--- config.mk ---
export PLATFORM = sky130hd
export DESIGN_NAME = ebh_top
export DESIGN_NICKNAME = d
export VERILOG_FILES = /design/src/inc/ebh_pkg.sv /design/src/verilog/ebh_mode_latch.sv /design/src/verilog/ebh_sync.sv /design/src/verilog/ebh_top.sv
export SDC_FILE = /design/constraint.sdc
export NUM_CORES = 1
export LEC_CHECK = 0
export BUFFER_PORTS_ARGS = -buffer_cell sky130_fd_sc_hd__buf_2
export CAP_MARGIN = 0
export CORE_MARGIN = 2
export CORE_UTILIZATION = 25
export CTS_CLUSTER_DIAMETER = 60
export DETAILED_ROUTE_END_ITERATION = 7
export PLACE_DENSITY = 0.46
export SLEW_MARGIN = 0
export SYNTH_ARGS = -nofsm -noshare
export SYNTH_HDL_FRONTEND = slang
export SYNTH_SLANG_ARGS = --single-unit
export TNS_END_PERCENT = 5
--- constraint.sdc ---
create_clock -name clk -period 1.3 [get_ports clk]
set_input_delay 0.195 -clock clk [delete_from_list [all_inputs] [get_ports clk]]
set_output_delay 0.195 -clock clk [all_outputs]
set_load 0.005 [all_outputs]
--- src/inc/ebh_pkg.sv ---
package ebh_pkg;
  // reset values of the pin side
  localparam logic RST_GRANT_N = 1'b1;
  localparam logic RST_HANG_N = 1'b1;
  localparam logic RST_DRV_EN = 1'b0;
  localparam logic [2:0] RST_MODE = 3'h0;
  // synchroniser depth for pin inputs
  localparam int SYNC_STAGES = 2;
  typedef enum logic [1:0] {
    EBH_OWN,
    EBH_WAIT_DONE,
    EBH_GRANTED
  } ebh_state_t;
endpackage : ebh_pkg

--- src/verilog/ebh_mode_latch.sv ---
`timescale 1ns/100ps
module ebh_mode_latch
  import ebh_pkg::*;
(
  input wire logic clk,
  input wire logic reset_n,
  input wire logic chip_reset,
  input wire logic [2:0] mode_pins,
  output logic [2:0] mode
);
  logic [2:0] mode_ff;
  logic [2:0] mode_s1_ff;
  logic [2:0] mode_s2_ff;
  // straps sampled through two stages, then captured while chip reset holds
  always_ff @(posedge clk or negedge reset_n)
  begin
    if (!reset_n)
    begin
      mode_s1_ff <= RST_MODE;
      mode_s2_ff <= RST_MODE;
    end
    else
    begin
      mode_s1_ff <= mode_pins;
      mode_s2_ff <= mode_s1_ff;
    end
  end
  always_ff @(posedge clk or negedge reset_n)
  begin
    if (!reset_n)
      mode_ff <= RST_MODE;
    else if (chip_reset)
      mode_ff <= mode_s2_ff; // [RULE12]
  end
  assign mode = mode_ff;
endmodule : ebh_mode_latch

--- src/verilog/ebh_sync.sv ---
`timescale 1ns/100ps
module ebh_sync
  import ebh_pkg::*;
#(
  parameter logic INIT = 1'b1
)
(
  input wire logic clk,
  input wire logic reset_n,
  input wire logic din,
  output logic dout
);
  logic stage1_ff;
  logic stage2_ff;
  always_ff @(posedge clk or negedge reset_n)
  begin
    if (!reset_n)
    begin
      stage1_ff <= INIT;
      stage2_ff <= INIT;
    end
    else
    begin
      stage1_ff <= din;
      stage2_ff <= stage1_ff;
    end
  end
  assign dout = stage2_ff;
endmodule : ebh_sync

--- src/verilog/ebh_top.sv ---
`timescale 1ns/100ps
// Notes on behaviour
// [RULE1] master holds request low while needing bus
// [RULE2] idle: grant next cycle, float, halt (code: grant_ff rises on the fourth clock edge after the request pin goes low)
// [RULE3] go mode: run until external access needed
// [RULE4] busy access: grant cycle after it completes
// [RULE5] grant allowed between two accesses
// [RULE6] request gone: drop grant, drive, resume
// [RULE7] requests honoured during boot and reset
// [RULE8] hang low when ready but bus granted
// [RULE9] release: drop grant, hang, then access (code: grant, hang and ext_access_allow all change on the same clock edge)
// [RULE10] emulator enable selects emulator pins
// [RULE11] normal grant floats under emulation
// [RULE12] emulator chip reset relatches memory mode
// [RULE13] emulation ignores reset, request when stepping
// [RULE14] master drives bus only while granted
// [RULE15] request synchronised before grant decision
module ebh_top
  import ebh_pkg::*;
(
  input wire logic clk,
  input wire logic reset_n,
  input wire logic chip_reset_in_n,
  input wire logic bus_request_n,
  input wire logic emulator_enable,
  input wire logic emulator_reset_n,
  input wire logic emulator_bus_request_n,
  input wire logic emu_single_step,
  input wire logic emu_halted,
  input wire logic go_mode,
  input wire logic [2:0] mode_pins,
  input wire logic core_ready,
  input wire logic core_ext_req,
  input wire logic ext_access_busy,
  input wire logic ext_access_done,
  output logic bus_grant_n,
  output logic bus_grant_oe,
  output logic emulator_bus_grant_n,
  output logic grant_hang_n,
  output logic mem_drive_en,
  output logic core_run,
  output logic ext_access_allow,
  output logic chip_reset,
  output logic [2:0] mem_mode
);
  logic req_pin_s;
  logic req_emu_s;
  logic rst_pin_s;
  logic rst_emu_s;
  logic ee_s;
  logic ignore_s;
  logic step_s;
  logic halt_s;
  logic req_ff;
  logic nxt_req;
  logic rst_ff;
  logic nxt_rst;
  ebh_state_t state_ff;
  ebh_state_t nxt_state;
  logic grant_ff;
  logic hang_ff;
  logic drv_ff;
  logic nxt_hang;

  function automatic logic pick(input logic sel, input logic a,
                                input logic b);
    pick = sel ? a : b;
  endfunction : pick

  // pins from outside pass two stages first
  ebh_sync #(.INIT(1'b1)) u_req_pin (
    .clk(clk), .reset_n(reset_n), .din(bus_request_n), .dout(req_pin_s)
  ); // [RULE15]
  ebh_sync #(.INIT(1'b1)) u_req_emu (
    .clk(clk), .reset_n(reset_n), .din(emulator_bus_request_n),
    .dout(req_emu_s)
  ); // [RULE15]
  ebh_sync #(.INIT(1'b1)) u_rst_pin (
    .clk(clk), .reset_n(reset_n), .din(chip_reset_in_n), .dout(rst_pin_s)
  );
  ebh_sync #(.INIT(1'b1)) u_rst_emu (
    .clk(clk), .reset_n(reset_n), .din(emulator_reset_n), .dout(rst_emu_s)
  );
  ebh_sync #(.INIT(1'b0)) u_ee (
    .clk(clk), .reset_n(reset_n), .din(emulator_enable), .dout(ee_s)
  );
  ebh_sync #(.INIT(1'b0)) u_step (
    .clk(clk), .reset_n(reset_n), .din(emu_single_step), .dout(step_s)
  );
  ebh_sync #(.INIT(1'b0)) u_halt (
    .clk(clk), .reset_n(reset_n), .din(emu_halted), .dout(halt_s)
  );

  assign ignore_s = ee_s & (step_s | halt_s);

  // pin selection; ignored inputs keep last value while stepping
  always_comb
  begin
    nxt_req = req_ff;
    nxt_rst = rst_ff;
    if (!ignore_s) // [RULE13]
    begin
      nxt_req = ~pick(ee_s, req_emu_s, req_pin_s); // [RULE10]
      nxt_rst = ~pick(ee_s, rst_emu_s, rst_pin_s); // [RULE10]
    end
  end

  always_ff @(posedge clk or negedge reset_n)
  begin
    if (!reset_n)
    begin
      req_ff <= 1'b0;
      rst_ff <= 1'b0;
    end
    else
    begin
      req_ff <= nxt_req;
      rst_ff <= nxt_rst;
    end
  end

  // chip reset never blocks the handover, so requests work during it
  always_comb
  begin
    nxt_state = state_ff;
    case (state_ff)
      EBH_OWN:
      begin
        if (req_ff) // [RULE7]
        begin
          if (ext_access_busy && !ext_access_done)
            nxt_state = EBH_WAIT_DONE; // [RULE4]
          else
            nxt_state = EBH_GRANTED; // [RULE2] [RULE5]
        end
      end
      EBH_WAIT_DONE:
      begin
        if (ext_access_done || !ext_access_busy)
          nxt_state = EBH_GRANTED; // [RULE4]
      end
      EBH_GRANTED:
      begin
        if (!req_ff)
          nxt_state = EBH_OWN; // [RULE6]
      end
      default:
        nxt_state = EBH_OWN;
    endcase
  end

  always_ff @(posedge clk or negedge reset_n)
  begin
    if (!reset_n)
      state_ff <= EBH_OWN;
    else
      state_ff <= nxt_state;
  end

  // grant and drivers move together on one edge
  always_ff @(posedge clk or negedge reset_n)
  begin
    if (!reset_n)
    begin
      grant_ff <= 1'b0;
      drv_ff <= RST_DRV_EN;
    end
    else
    begin
      grant_ff <= (nxt_state == EBH_GRANTED); // [RULE2] [RULE6]
      drv_ff <= (nxt_state != EBH_GRANTED); // [RULE2] [RULE6]
    end
  end

  // hang: core wants to go but is blocked by a granted bus
  always_comb
  begin
    nxt_hang = 1'b0;
    if (nxt_state == EBH_GRANTED && core_ready)
      nxt_hang = go_mode ? core_ext_req : 1'b1; // [RULE8] [RULE3]
  end

  always_ff @(posedge clk or negedge reset_n)
  begin
    if (!reset_n)
      hang_ff <= 1'b0;
    else
      hang_ff <= nxt_hang; // [RULE9]
  end

  ebh_mode_latch u_mode (
    .clk(clk),
    .reset_n(reset_n),
    .chip_reset(rst_ff),
    .mode_pins(mode_pins),
    .mode(mem_mode)
  ); // [RULE12]

  assign bus_grant_n = ~(grant_ff & ~ee_s);
  assign bus_grant_oe = ~ee_s; // [RULE11]
  assign emulator_bus_grant_n = ~(grant_ff & ee_s); // [RULE10]
  assign grant_hang_n = ~hang_ff; // [RULE8]
  assign mem_drive_en = drv_ff; // [RULE14]
  // halted while granted, unless go mode and no external access
  assign core_run = ~grant_ff | (go_mode & ~core_ext_req); // [RULE3]
  assign ext_access_allow = ~grant_ff; // [RULE9]
  assign chip_reset = rst_ff;
endmodule : ebh_top
# Word level (Yosys, flattened, before mapping)
# Cells that the tools add are included.
# word_totals
register_bits	30
in_bits	17
output_inout_bits	11
# classes
n_eq_ne	4
mux	9
bitwise_logic	14
n_reduce_logical	6
# ops
cell	n
$mux W2	4
$not A1 Y1	8
$pmux W2 S3	1
$and A1 B1 Y1	4
$eq A2 B2 Y1 const B	2
$mux W1	4
$eq A2 B1 Y1 const B	1
$logic_and A1 B1 Y1	2
$logic_not A1 Y1	2
$logic_not A2 Y1	1
$ne A2 B2 Y1 const B	1
$or A1 B1 Y1	2
$logic_or A1 B1 Y1	1

# Depth between registers and ports, before layout
# Gate-level depths: netlist of the first run.
# depth
depth_word	8
depth_mapped	3
mapped_depth_nobuf	3

# Hierarchy
# A second synthesis of the first run with hierarchy kept.
# unflattened
cells_unflattened	54
hier_area_um2	929.6
# modules_own_cells
mod	n_inst	cells_per_inst	area_each_um2
ebh_top	1	28	310.3
ebh_mode_latch	1	12	259.0
ebh_sync at u_req_emu ...	4	2	52.6
ebh_sync at u_ee ...	3	2	50.0

# Least setup slack after synthesis of the first run
# Ideal clock, no wire load.
# synth_timing
path_kind	reg2reg
start	register u_req_emu.stage2_ff, in the netlist u_req_emu.dout
end	register req_ff
setup_ns	0.127
arrival_time_ns	0.973
setup_slack_ns	0.201
path_stages_with_launch	4
path_buffers	0
synth_period_minus_slack_ns	1.099
path_cell_list	dfstp_2 > or3b_1 > o211ai_1 > o21ai_1
# synth_between
elab_chain_cells	2
# synth_lines
element	line	source
from (decl)	ebh_sync.sv:14	logic stage2_ff;
from (signal assigned)	ebh_sync.sv:25	stage2_ff <= stage1_ff;
$mux W1	ebh_top.sv:67	pick = sel ? a : b;
$not A1 Y1	ebh_top.sv:103	nxt_req = ~pick(ee_s, req_emu_s, req_pin_s);
to (signal assigned)	ebh_top.sv:117	req_ff <= nxt_req;
to (decl)	ebh_top.sv:54	logic req_ff;
# No other way between the ends.
# A chain may end at the register's enable or synchronous reset.

# Final worst setup path of the first run
# layout_timing
start	register u_ee.stage2_ff, in the netlist u_ee.dout
end	output port bus_grant_n
# layout_between
elab_chain_cells	3
# layout_lines
element	line	source
from (decl)	ebh_sync.sv:14	
from (signal assigned)	ebh_sync.sv:25	
$not A1 Y1	ebh_top.sv:199	assign bus_grant_n = ~(grant_ff & ~ee_s);
$and A1 B1 Y1	ebh_top.sv:199	
$not A1 Y1	ebh_top.sv:199	
to (decl)	ebh_top.sv:36	output logic bus_grant_n,
# No other way between the ends.

==> results.env, run 1 <==
TIMING.CRITICAL_PATH.BUF_INV=2
HOLD_VIOL=0
FINAL.SETUP_SKEW_NS=0.00246
FMAX_MHz=838
DRT-WIRELENGTH-PER-CELL_UM=10.3
SYNTH_SEQ_AREA_SHARE_PCT=81.8
DESIGN.PORTCOUNT=28
GRTUSAGEMET3_PCT=3.47
DRV.MAX_CAP_VIOLATION_COUNT=0
YS_WARN_COUNT=0
WORST-ENDPOINT-REQUIRED_NS=1.11
TIMING.CRITICAL_PATH.CELLS='inv_2 > nand2_1 > buf_2'
TIMING.FINAL.CRIT_SHARE_PCT=91.8
ROUTED_WL_MM=1.43
NUMCTSBUFFERS=5
CTS-ROOT-TO-SINK-BUFFERS=2
FINAL_ANTENNA_NET_COUNT=0
GRTUSAGEMET1_PCT=8.52
NETLIST-CELL-TYPE-COUNT=19
WORST_SLEW_MARGIN_REL_PCT=57.5
FINALPOWER_mW=1.94
TIMING.CRITICAL_PATH.SLOWEST_STAGE_CELL='dfrtp_1'
YOSYS.CELL_COUNT.TOP_TYPE='dfrtp_1'
SYNTH.CELL_AREA_UM2=930
FP.DIEH_UM=65.0
NUMBER_OF_ENABLE_TYPE_REGISTER_CELLS_IN_THE_SYNTHESIZED_NETLIST=0
DIE_AREA_UM2=4220
CELL_ACCOUNTING_FOR_THE_MOST_SYNTHESIZED_AREA='dfrtp_1'
GLOBAL_ROUTE.USAGE.TOTAL_PCT=8.28
CTS.REPAIR_TIMING.SETUP_BUFFER_COUNT=0
FINAL_CORE_UTILIZATION_PCT=34.3
MIN_PATH_TYPE='in -> reg'
DETAILED_ROUTE_ITER0_VIOLATIONS=14
TRITONCTS='yes'
DP_CELLS=129
FIRSTDRTPASSITERS=4
PLACEMENT_ROWS=22
TIMING.CRITICAL_PATH.SLOWEST_CELL_DELAY_NS=0.44
HPWLAFTERDP_UM=946
CRITPATHTOPFAMILY='flip-flops'
GRT_ANTENNA_BEFORE_REPAIR=0
MOST_USED_ROUTING_LAYER_IN_GLOBAL_ROUTING='met4'
NUMCLOCKSINKS=30
CELLPOWERDENSITY_nW_PER_UM2=1570
POST-ROUTE-DRC-COUNT=0
WORSTSETUPENDPOINTTYPE='primary output'
FP.COREAREA_UM2=3610
INITIAL_CORE_UTIL_PCT=25.8
SLEW_VIOL_FINAL=0
SYNTH.TOP_CELL.AREA_SHARE_PCT=59.2
YOSYS_MOST_USED_DFF='dfrtp_1'
GROUTE.LAYER.MET2.USAGE_PCT=11.0
ASYNC_FLOP_SHARE_PCT=100
SYN_TO_FINAL_GROWTH_PCT=33.0
OUTCOME='finished clean'
WIRE_LENGTH_OF_THE_FIRST_GLOBAL_ROUTING_PASS_MM=2.33
CRIT_ARRIVAL_NS=1.00
VIA_COUNT_OF_THE_FIRST_GLOBAL_ROUTING_PASS=514
ANTENNA_CELLS_INSERTED=0
GPL.FINAL_WEIGHTED_CONGESTION=0.660
NUM_VIAS=517
POST_ROUTE_CELLS_DRIVE_ABOVE_1_SHARE_PCT=54.9
FILLCELLCOUNT=365
AVGVIACOUNTPERCELL=3.72
WORST_SLEW_PIN_SLEW_NS=0.638
CTS.REPORTEDPATHS.CLKPINSLEW_NS=0.06
PRECTSSETUPSLACK_NS=0.171
IR_DROP_mV=0.725
FIN_NETS=107
SYNTHESIS.AREA_PER_INSTANCE_UM2=17.2
INSERTION_DELAY_NS=0.27
CRITICAL_PATH.STARTPOINT_TYPE='register'
GRT_START_MAX_NET_PINS=31
CTS_MAX_LEVEL=2
STATIC-LEAKAGE-POWER_nW=0.575
FINAL.MIN_CLOCK_PERIOD_NS=1.19
SETUP_VIOL_COUNT_FINAL=0
CP_MAX_FO=5
TIMING.SETUP.CRITICAL_PATH_CLASS='reg -> out'
PLACEMENT.IO_BUFFERS=27
SYNTHCELLS=54
LAYOUT_SETUP_WS_NS=0.107
SYNTH.TOP_CELLS.BY_COUNT='dfrtp_1, dfstp_2, inv_1'
SYNTH.NET_COUNT=71
CTSROOTBUFFERMASTER='clkbuf_8'
TNS_NS=0
YOSYS-TOP-CELLS-AREA='dfrtp_1, dfstp_2, mux2_2'
RSZ0062_AT_GRT='no'
DIE_WIDTH_UM=65.0
NUMBER_OF_STORAGE_ELEMENTS_IN_THE_SYNTHESIS_NETLIST=30
FINAL_CELL_COUNT_NO_FILL=139
GRT_OVERFLOW_TOTAL=0
## worst paths after layout
path | from | end | slack, ns | cells past startpoint
worst max-delay path | u_ee.dout$_DFF_PN0_ | bus_grant_n | 0.11 | 3
worst min-delay path | chip_reset_in_n | u_rst_pin.stage1_ff$_DFF_PN1_ | 0.02 | 1
worst max register to register | u_req_emu.dout$_DFF_PN1_ | req_ff$_DFFE_PN0N_ | 0.16 | 3
worst min register to register | u_mode.mode_s1_ff[0]$_DFF_PN0_ | u_mode.mode_s2_ff[0]$_DFF_PN0_ | 0.35 | 0
max in group asynchronous | reset_n | u_mode.mode_s2_ff[2]$_DFF_PN0_ | 0.41 | 2
min in group asynchronous | reset_n | u_ee.stage1_ff$_DFF_PN0_ | 0.48 | 2
## stage by stage
step / cell area [um^2] / hold slack [ns]
after floorplan: 930 / -0.101
after global placement: 1120 / 0.247
after detailed placement: 1120 / 0.257
after CTS: 1230 / 0.00235
after global routing: 1240 / 0.000317
final: 1240 / 0.0167
## routing by layer
layer / vias up / wire (um)
met5: - / 0
met3: 4 / 149
met4: 0 / 58
met1: 237 / 594
li1: 249 / -
met2: 27 / 632
## flip-flops by register name (all words and copies together) (netlist names), 2 cells and up
signal	cells
state_ff	2
u_mode.mode_s1_ff	3
u_mode.mode	3
u_mode.mode_s2_ff	3
## placed cells by master (no fill, tap or decap)
| cell type | instances |
|---|---|
| or3b_1 | 1 |
| clkinv_2 | 1 |
| a221oi_1 | 1 |
| dfrtp_1 | 22 |
| a21oi_1 | 1 |
| o211ai_1 | 1 |
| inv_1 | 3 |
| clkbuf_1 | 1 |
| inv_2 | 1 |
| nand2_1 | 3 |
| a221oi_2 | 1 |
| dlygate4sd3_1 | 2 |
| nor2_2 | 1 |
| nand2b_1 | 1 |
| mux2_2 | 3 |
| o21ai_1 | 1 |
| and3_1 | 1 |
| dfstp_2 | 8 |
| nor2_4 | 1 |
| and3b_2 | 1 |
| o311a_1 | 1 |
| buf_2 | 27 |
| clkbuf_8 | 6 |
| nor2_1 | 1 |
| o21ai_0 | 1 |
## final cells by class
cell class                 count  area (um^2)  share of cell area, %
inverter                       4         15.0                   1.21
timing repair buffer          29          155                   12.6
sequential                    30          761                   61.5
clock buffer                   7         86.3                   6.98
clock inverter                 1         5.00                  0.405
multi-input combinational     20          154                   12.4
tap                           48         60.1                   4.86
## report_power, final
| part | switching, mW | total, mW | internal [mW] | leakage [nW] |
|---|---|---|---|---|
| logic | 0.0657 | 0.146 | 0.0805 | 0.182 |
| registers | 0.0390 | 1.05 | 1.01 | 0.345 |
| clock network | 0.314 | 0.739 | 0.426 | 0.0482 |
## timing repair
item	CTS	global route
hold buffers	1	1
gates resized for setup	0	1
setup endpoints to repair	0	1
endpoints found under the hold margin	22	1
## cell families after synthesis
family	Yosys count	synth area share (%)
and+or+nand+nor	10	6.87
AOI/OAI and AO/OA	7	6.06
DFF	30	81.8
buffers and inverters	4	1.61
muxes	3	3.63
Note: power is estimated with default switching activity, not from simulation.
==> run 2, diff against run 1 <==
--- a/config.mk
+++ b/config.mk
@@ -8,10 +8,11 @@
 export BUFFER_PORTS_ARGS = -buffer_cell sky130_fd_sc_hd__buf_2
 export CAP_MARGIN = 0
 export CORE_MARGIN = 2
-export CORE_UTILIZATION = 25
+export CORE_UTILIZATION = 45
 export CTS_CLUSTER_DIAMETER = 60
 export DETAILED_ROUTE_END_ITERATION = 7
-export PLACE_DENSITY = 0.46
+export PLACE_DENSITY = 0.69
+export SETUP_SLACK_MARGIN = 0.05
 export SLEW_MARGIN = 0
 export SYNTH_ARGS = -nofsm -noshare
 export SYNTH_HDL_FRONTEND = slang
==> results.env, run 2 (same netlist as run 1, synthesis figures left out) <==
AVGVIACOUNTPERCELL=4.37
WORST_SLEW_MARGIN_REL_PCT=59.2
FINAL.SETUP_SKEW_NS=0.00411
TIMING.FINAL.CRIT_SHARE_PCT=91.1
LEADING_CELL_TYPE_IN_THE_LAYOUT_FILL_AND_TAPS_EXCLUDED='buf_2'
GRTUSAGEMET3_PCT=5.45
INITIAL_CORE_UTIL_PCT=47.4
GRT_START_MAX_NET_PINS=31
TRITONCTS='yes'
FP.COREAREA_UM2=1960
FP.DIEH_UM=49.5
RSZ0062_AT_GRT='yes'
FINAL.MIN_CLOCK_PERIOD_NS=1.18
DRV.MAX_CAP_VIOLATION_COUNT=0
TIMING.SETUP.CRITICAL_PATH_CLASS='reg -> out'
MOSTFREQUENTLAYOUTCELLS='buf_2, dfrtp_1, dlygate4sd3_1'
TIMING.CRITICAL_PATH.CELLS='inv_2 > nand2_1 > buf_2'
TIMING.CRITICAL_PATH.SLOWEST_STAGE_CELL='dfrtp_1'
CRITICAL_PATH.STARTPOINT_TYPE='register'
FLIP_FLOP_AND_LATCH_AREA_UM2=761
ANTENNA_CELLS_INSERTED=0
GRTUSAGEMET1_PCT=13.2
NUMCTSBUFFERS=5
DETAILED_ROUTE_ITER0_VIOLATIONS=1
DIE_WIDTH_UM=49.5
TIMING.CRITICAL_PATH.BUF_INV=2
TIMING.CRITICAL_PATH.SLOWEST_CELL_DELAY_NS=0.44
CTS-ROOT-TO-SINK-BUFFERS=2
DESIGN.PORTCOUNT=28
VIA_COUNT_OF_THE_FIRST_GLOBAL_ROUTING_PASS=517
STATIC-LEAKAGE-POWER_nW=0.619
AREA_TAKEN_BY_MULTI_INPUT_LOGIC_GATES_UM2=154
GROUTE.LAYER.MET2.USAGE_PCT=18.5
GLOBAL_ROUTE.USAGE.TOTAL_PCT=12.4
FIN_NETS=118
IR_DROP_mV=0.933
WORST-ENDPOINT-REQUIRED_NS=1.11
PRECTSSETUPSLACK_NS=0.181
CRIT_ARRIVAL_NS=0.99
ROUTED_WL_MM=1.26
NUM_VIAS=564
POST_ROUTE_CELLS_DRIVE_ABOVE_1_SHARE_PCT=52.0
FILLCELLCOUNT=162
LAYOUT_SETUP_WS_NS=0.116
CTSROOTBUFFERMASTER='clkbuf_4'
WIRE_LENGTH_OF_THE_FIRST_GLOBAL_ROUTING_PASS_MM=2.07
SYN_TO_FINAL_GROWTH_PCT=40.0
CTS_MAX_LEVEL=2
CELLPOWERDENSITY_nW_PER_UM2=1460
FIRSTDRTPASSITERS=4
INSERTION_DELAY_NS=0.30
TNS_NS=0
WORSTSETUPENDPOINTTYPE='primary output'
NUMCLOCKSINKS=30
HOLD_VIOL=0
OUTCOME='finished clean'
MIN_PATH_TYPE='in -> reg'
SLEW_VIOL_FINAL=0
HOLD-WORST-SLACK_NS=0.110
GRT_ANTENNA_BEFORE_REPAIR=0
FINAL_ANTENNA_NET_COUNT=0
DRT-WIRELENGTH-PER-CELL_UM=9.78
DIE_AREA_UM2=2450
PLACEMENT_ROWS=16
WORST_SLEW_PIN_SLEW_NS=0.612
MOST_USED_ROUTING_LAYER_IN_GLOBAL_ROUTING='met2'
PLACEMENT.IO_BUFFERS=27
CRITPATHTOPFAMILY='flip-flops'
CTS.REPORTEDPATHS.CLKPINSLEW_NS=0.09
GPL.FINAL_WEIGHTED_CONGESTION=0.694
FMAX_MHz=845
POST-ROUTE-DRC-COUNT=0
RRSETUPSLACK_NS=0.18
CP_MAX_FO=5
SETUP_VIOL_COUNT_FINAL=0
GRT_OVERFLOW_TOTAL=0
==> run 2: cell count changes in the layout (fill, tap and decap cells not counted) <==
cell / previous run / this run
clkbuf_4: 0 / 5
clkbuf_1: 1 / 0
buf_4: 0 / 2
clkbuf_8: 6 / 0
bufinv_16: 0 / 1
dlygate4sd3_1: 2 / 11
clkinv_2: 1 / 2
==> run 2: timing repair <==
| item | CTS | global route |
|---|---|---|
| endpoints found under the setup margin | 0 | 1 |
| setup buffers | 0 | 2 |
| hold buffers | 11 | 0 |
| gates resized for setup | 0 | 1 |
| endpoints found under the hold margin | 32 | 0 |
==> run 2: worst paths after layout <==
| kind | startpoint | end | cells past startpoint |
|---|---|---|---|
| min in group asynchronous | reset_n | hang_ff$_DFF_PN0_ | 2 |
| setup / recovery | u_ee.dout$_DFF_PN0_ | bus_grant_n | 3 |
| max in group asynchronous | reset_n | u_ee.stage1_ff$_DFF_PN0_ | 2 |
| hold reg to reg | u_mode.mode_s1_ff[1]$_DFF_PN0_ | u_mode.mode_s2_ff[1]$_DFF_PN0_ | 0 |
| hold / removal | ext_access_busy | state_ff[1]$_DFF_PN0_ | 2 |
| setup reg to reg | u_req_emu.dout$_DFF_PN1_ | req_ff$_DFFE_PN0N_ | 3 |
==> run 2: worst register-to-register path, stage by stage, from the launching register on <==
cell and delay, ns:
dfstp_2 0.51, or3b_1 0.33, o211ai_1 0.09, o21ai_1 0.08
==> run 2: routing by layer <==
metal,share of wire (%),wire length [um]
met5,0,0
met4,2.7,34
met3,7.4,94
met2,48,601
met1,42,532
==> run 2: stage by stage <==
stage          std cells  power, mW  utilization, %  area [um^2]
6_report             129       1.90            66.3         1300
2_1_floorplan         54       1.12               -          930
3_5_place_dp         108       1.21            56.0         1100
5_1_grt              129       2.00            66.3         1300
3_3_place_gp         108       1.20            56.0         1100
4_1_cts              127       1.92            65.6         1290
==> run 2: power by group <==
part	internal [mW]	leakage, nW	switching, mW
registers	1.01	0.345	0.0374
logic	0.102	0.230	0.0685
clock network	0.398	0.0450	0.283
==> run 2: layout make-up <==
type                       count  area share, %
sequential                    30           58.5
multi-input combinational     20           11.8
clock inverter                 3           3.08
clock buffer                   5           2.88
inverter                       4           1.15
tap                           27           2.60
timing repair buffer          40           20.0
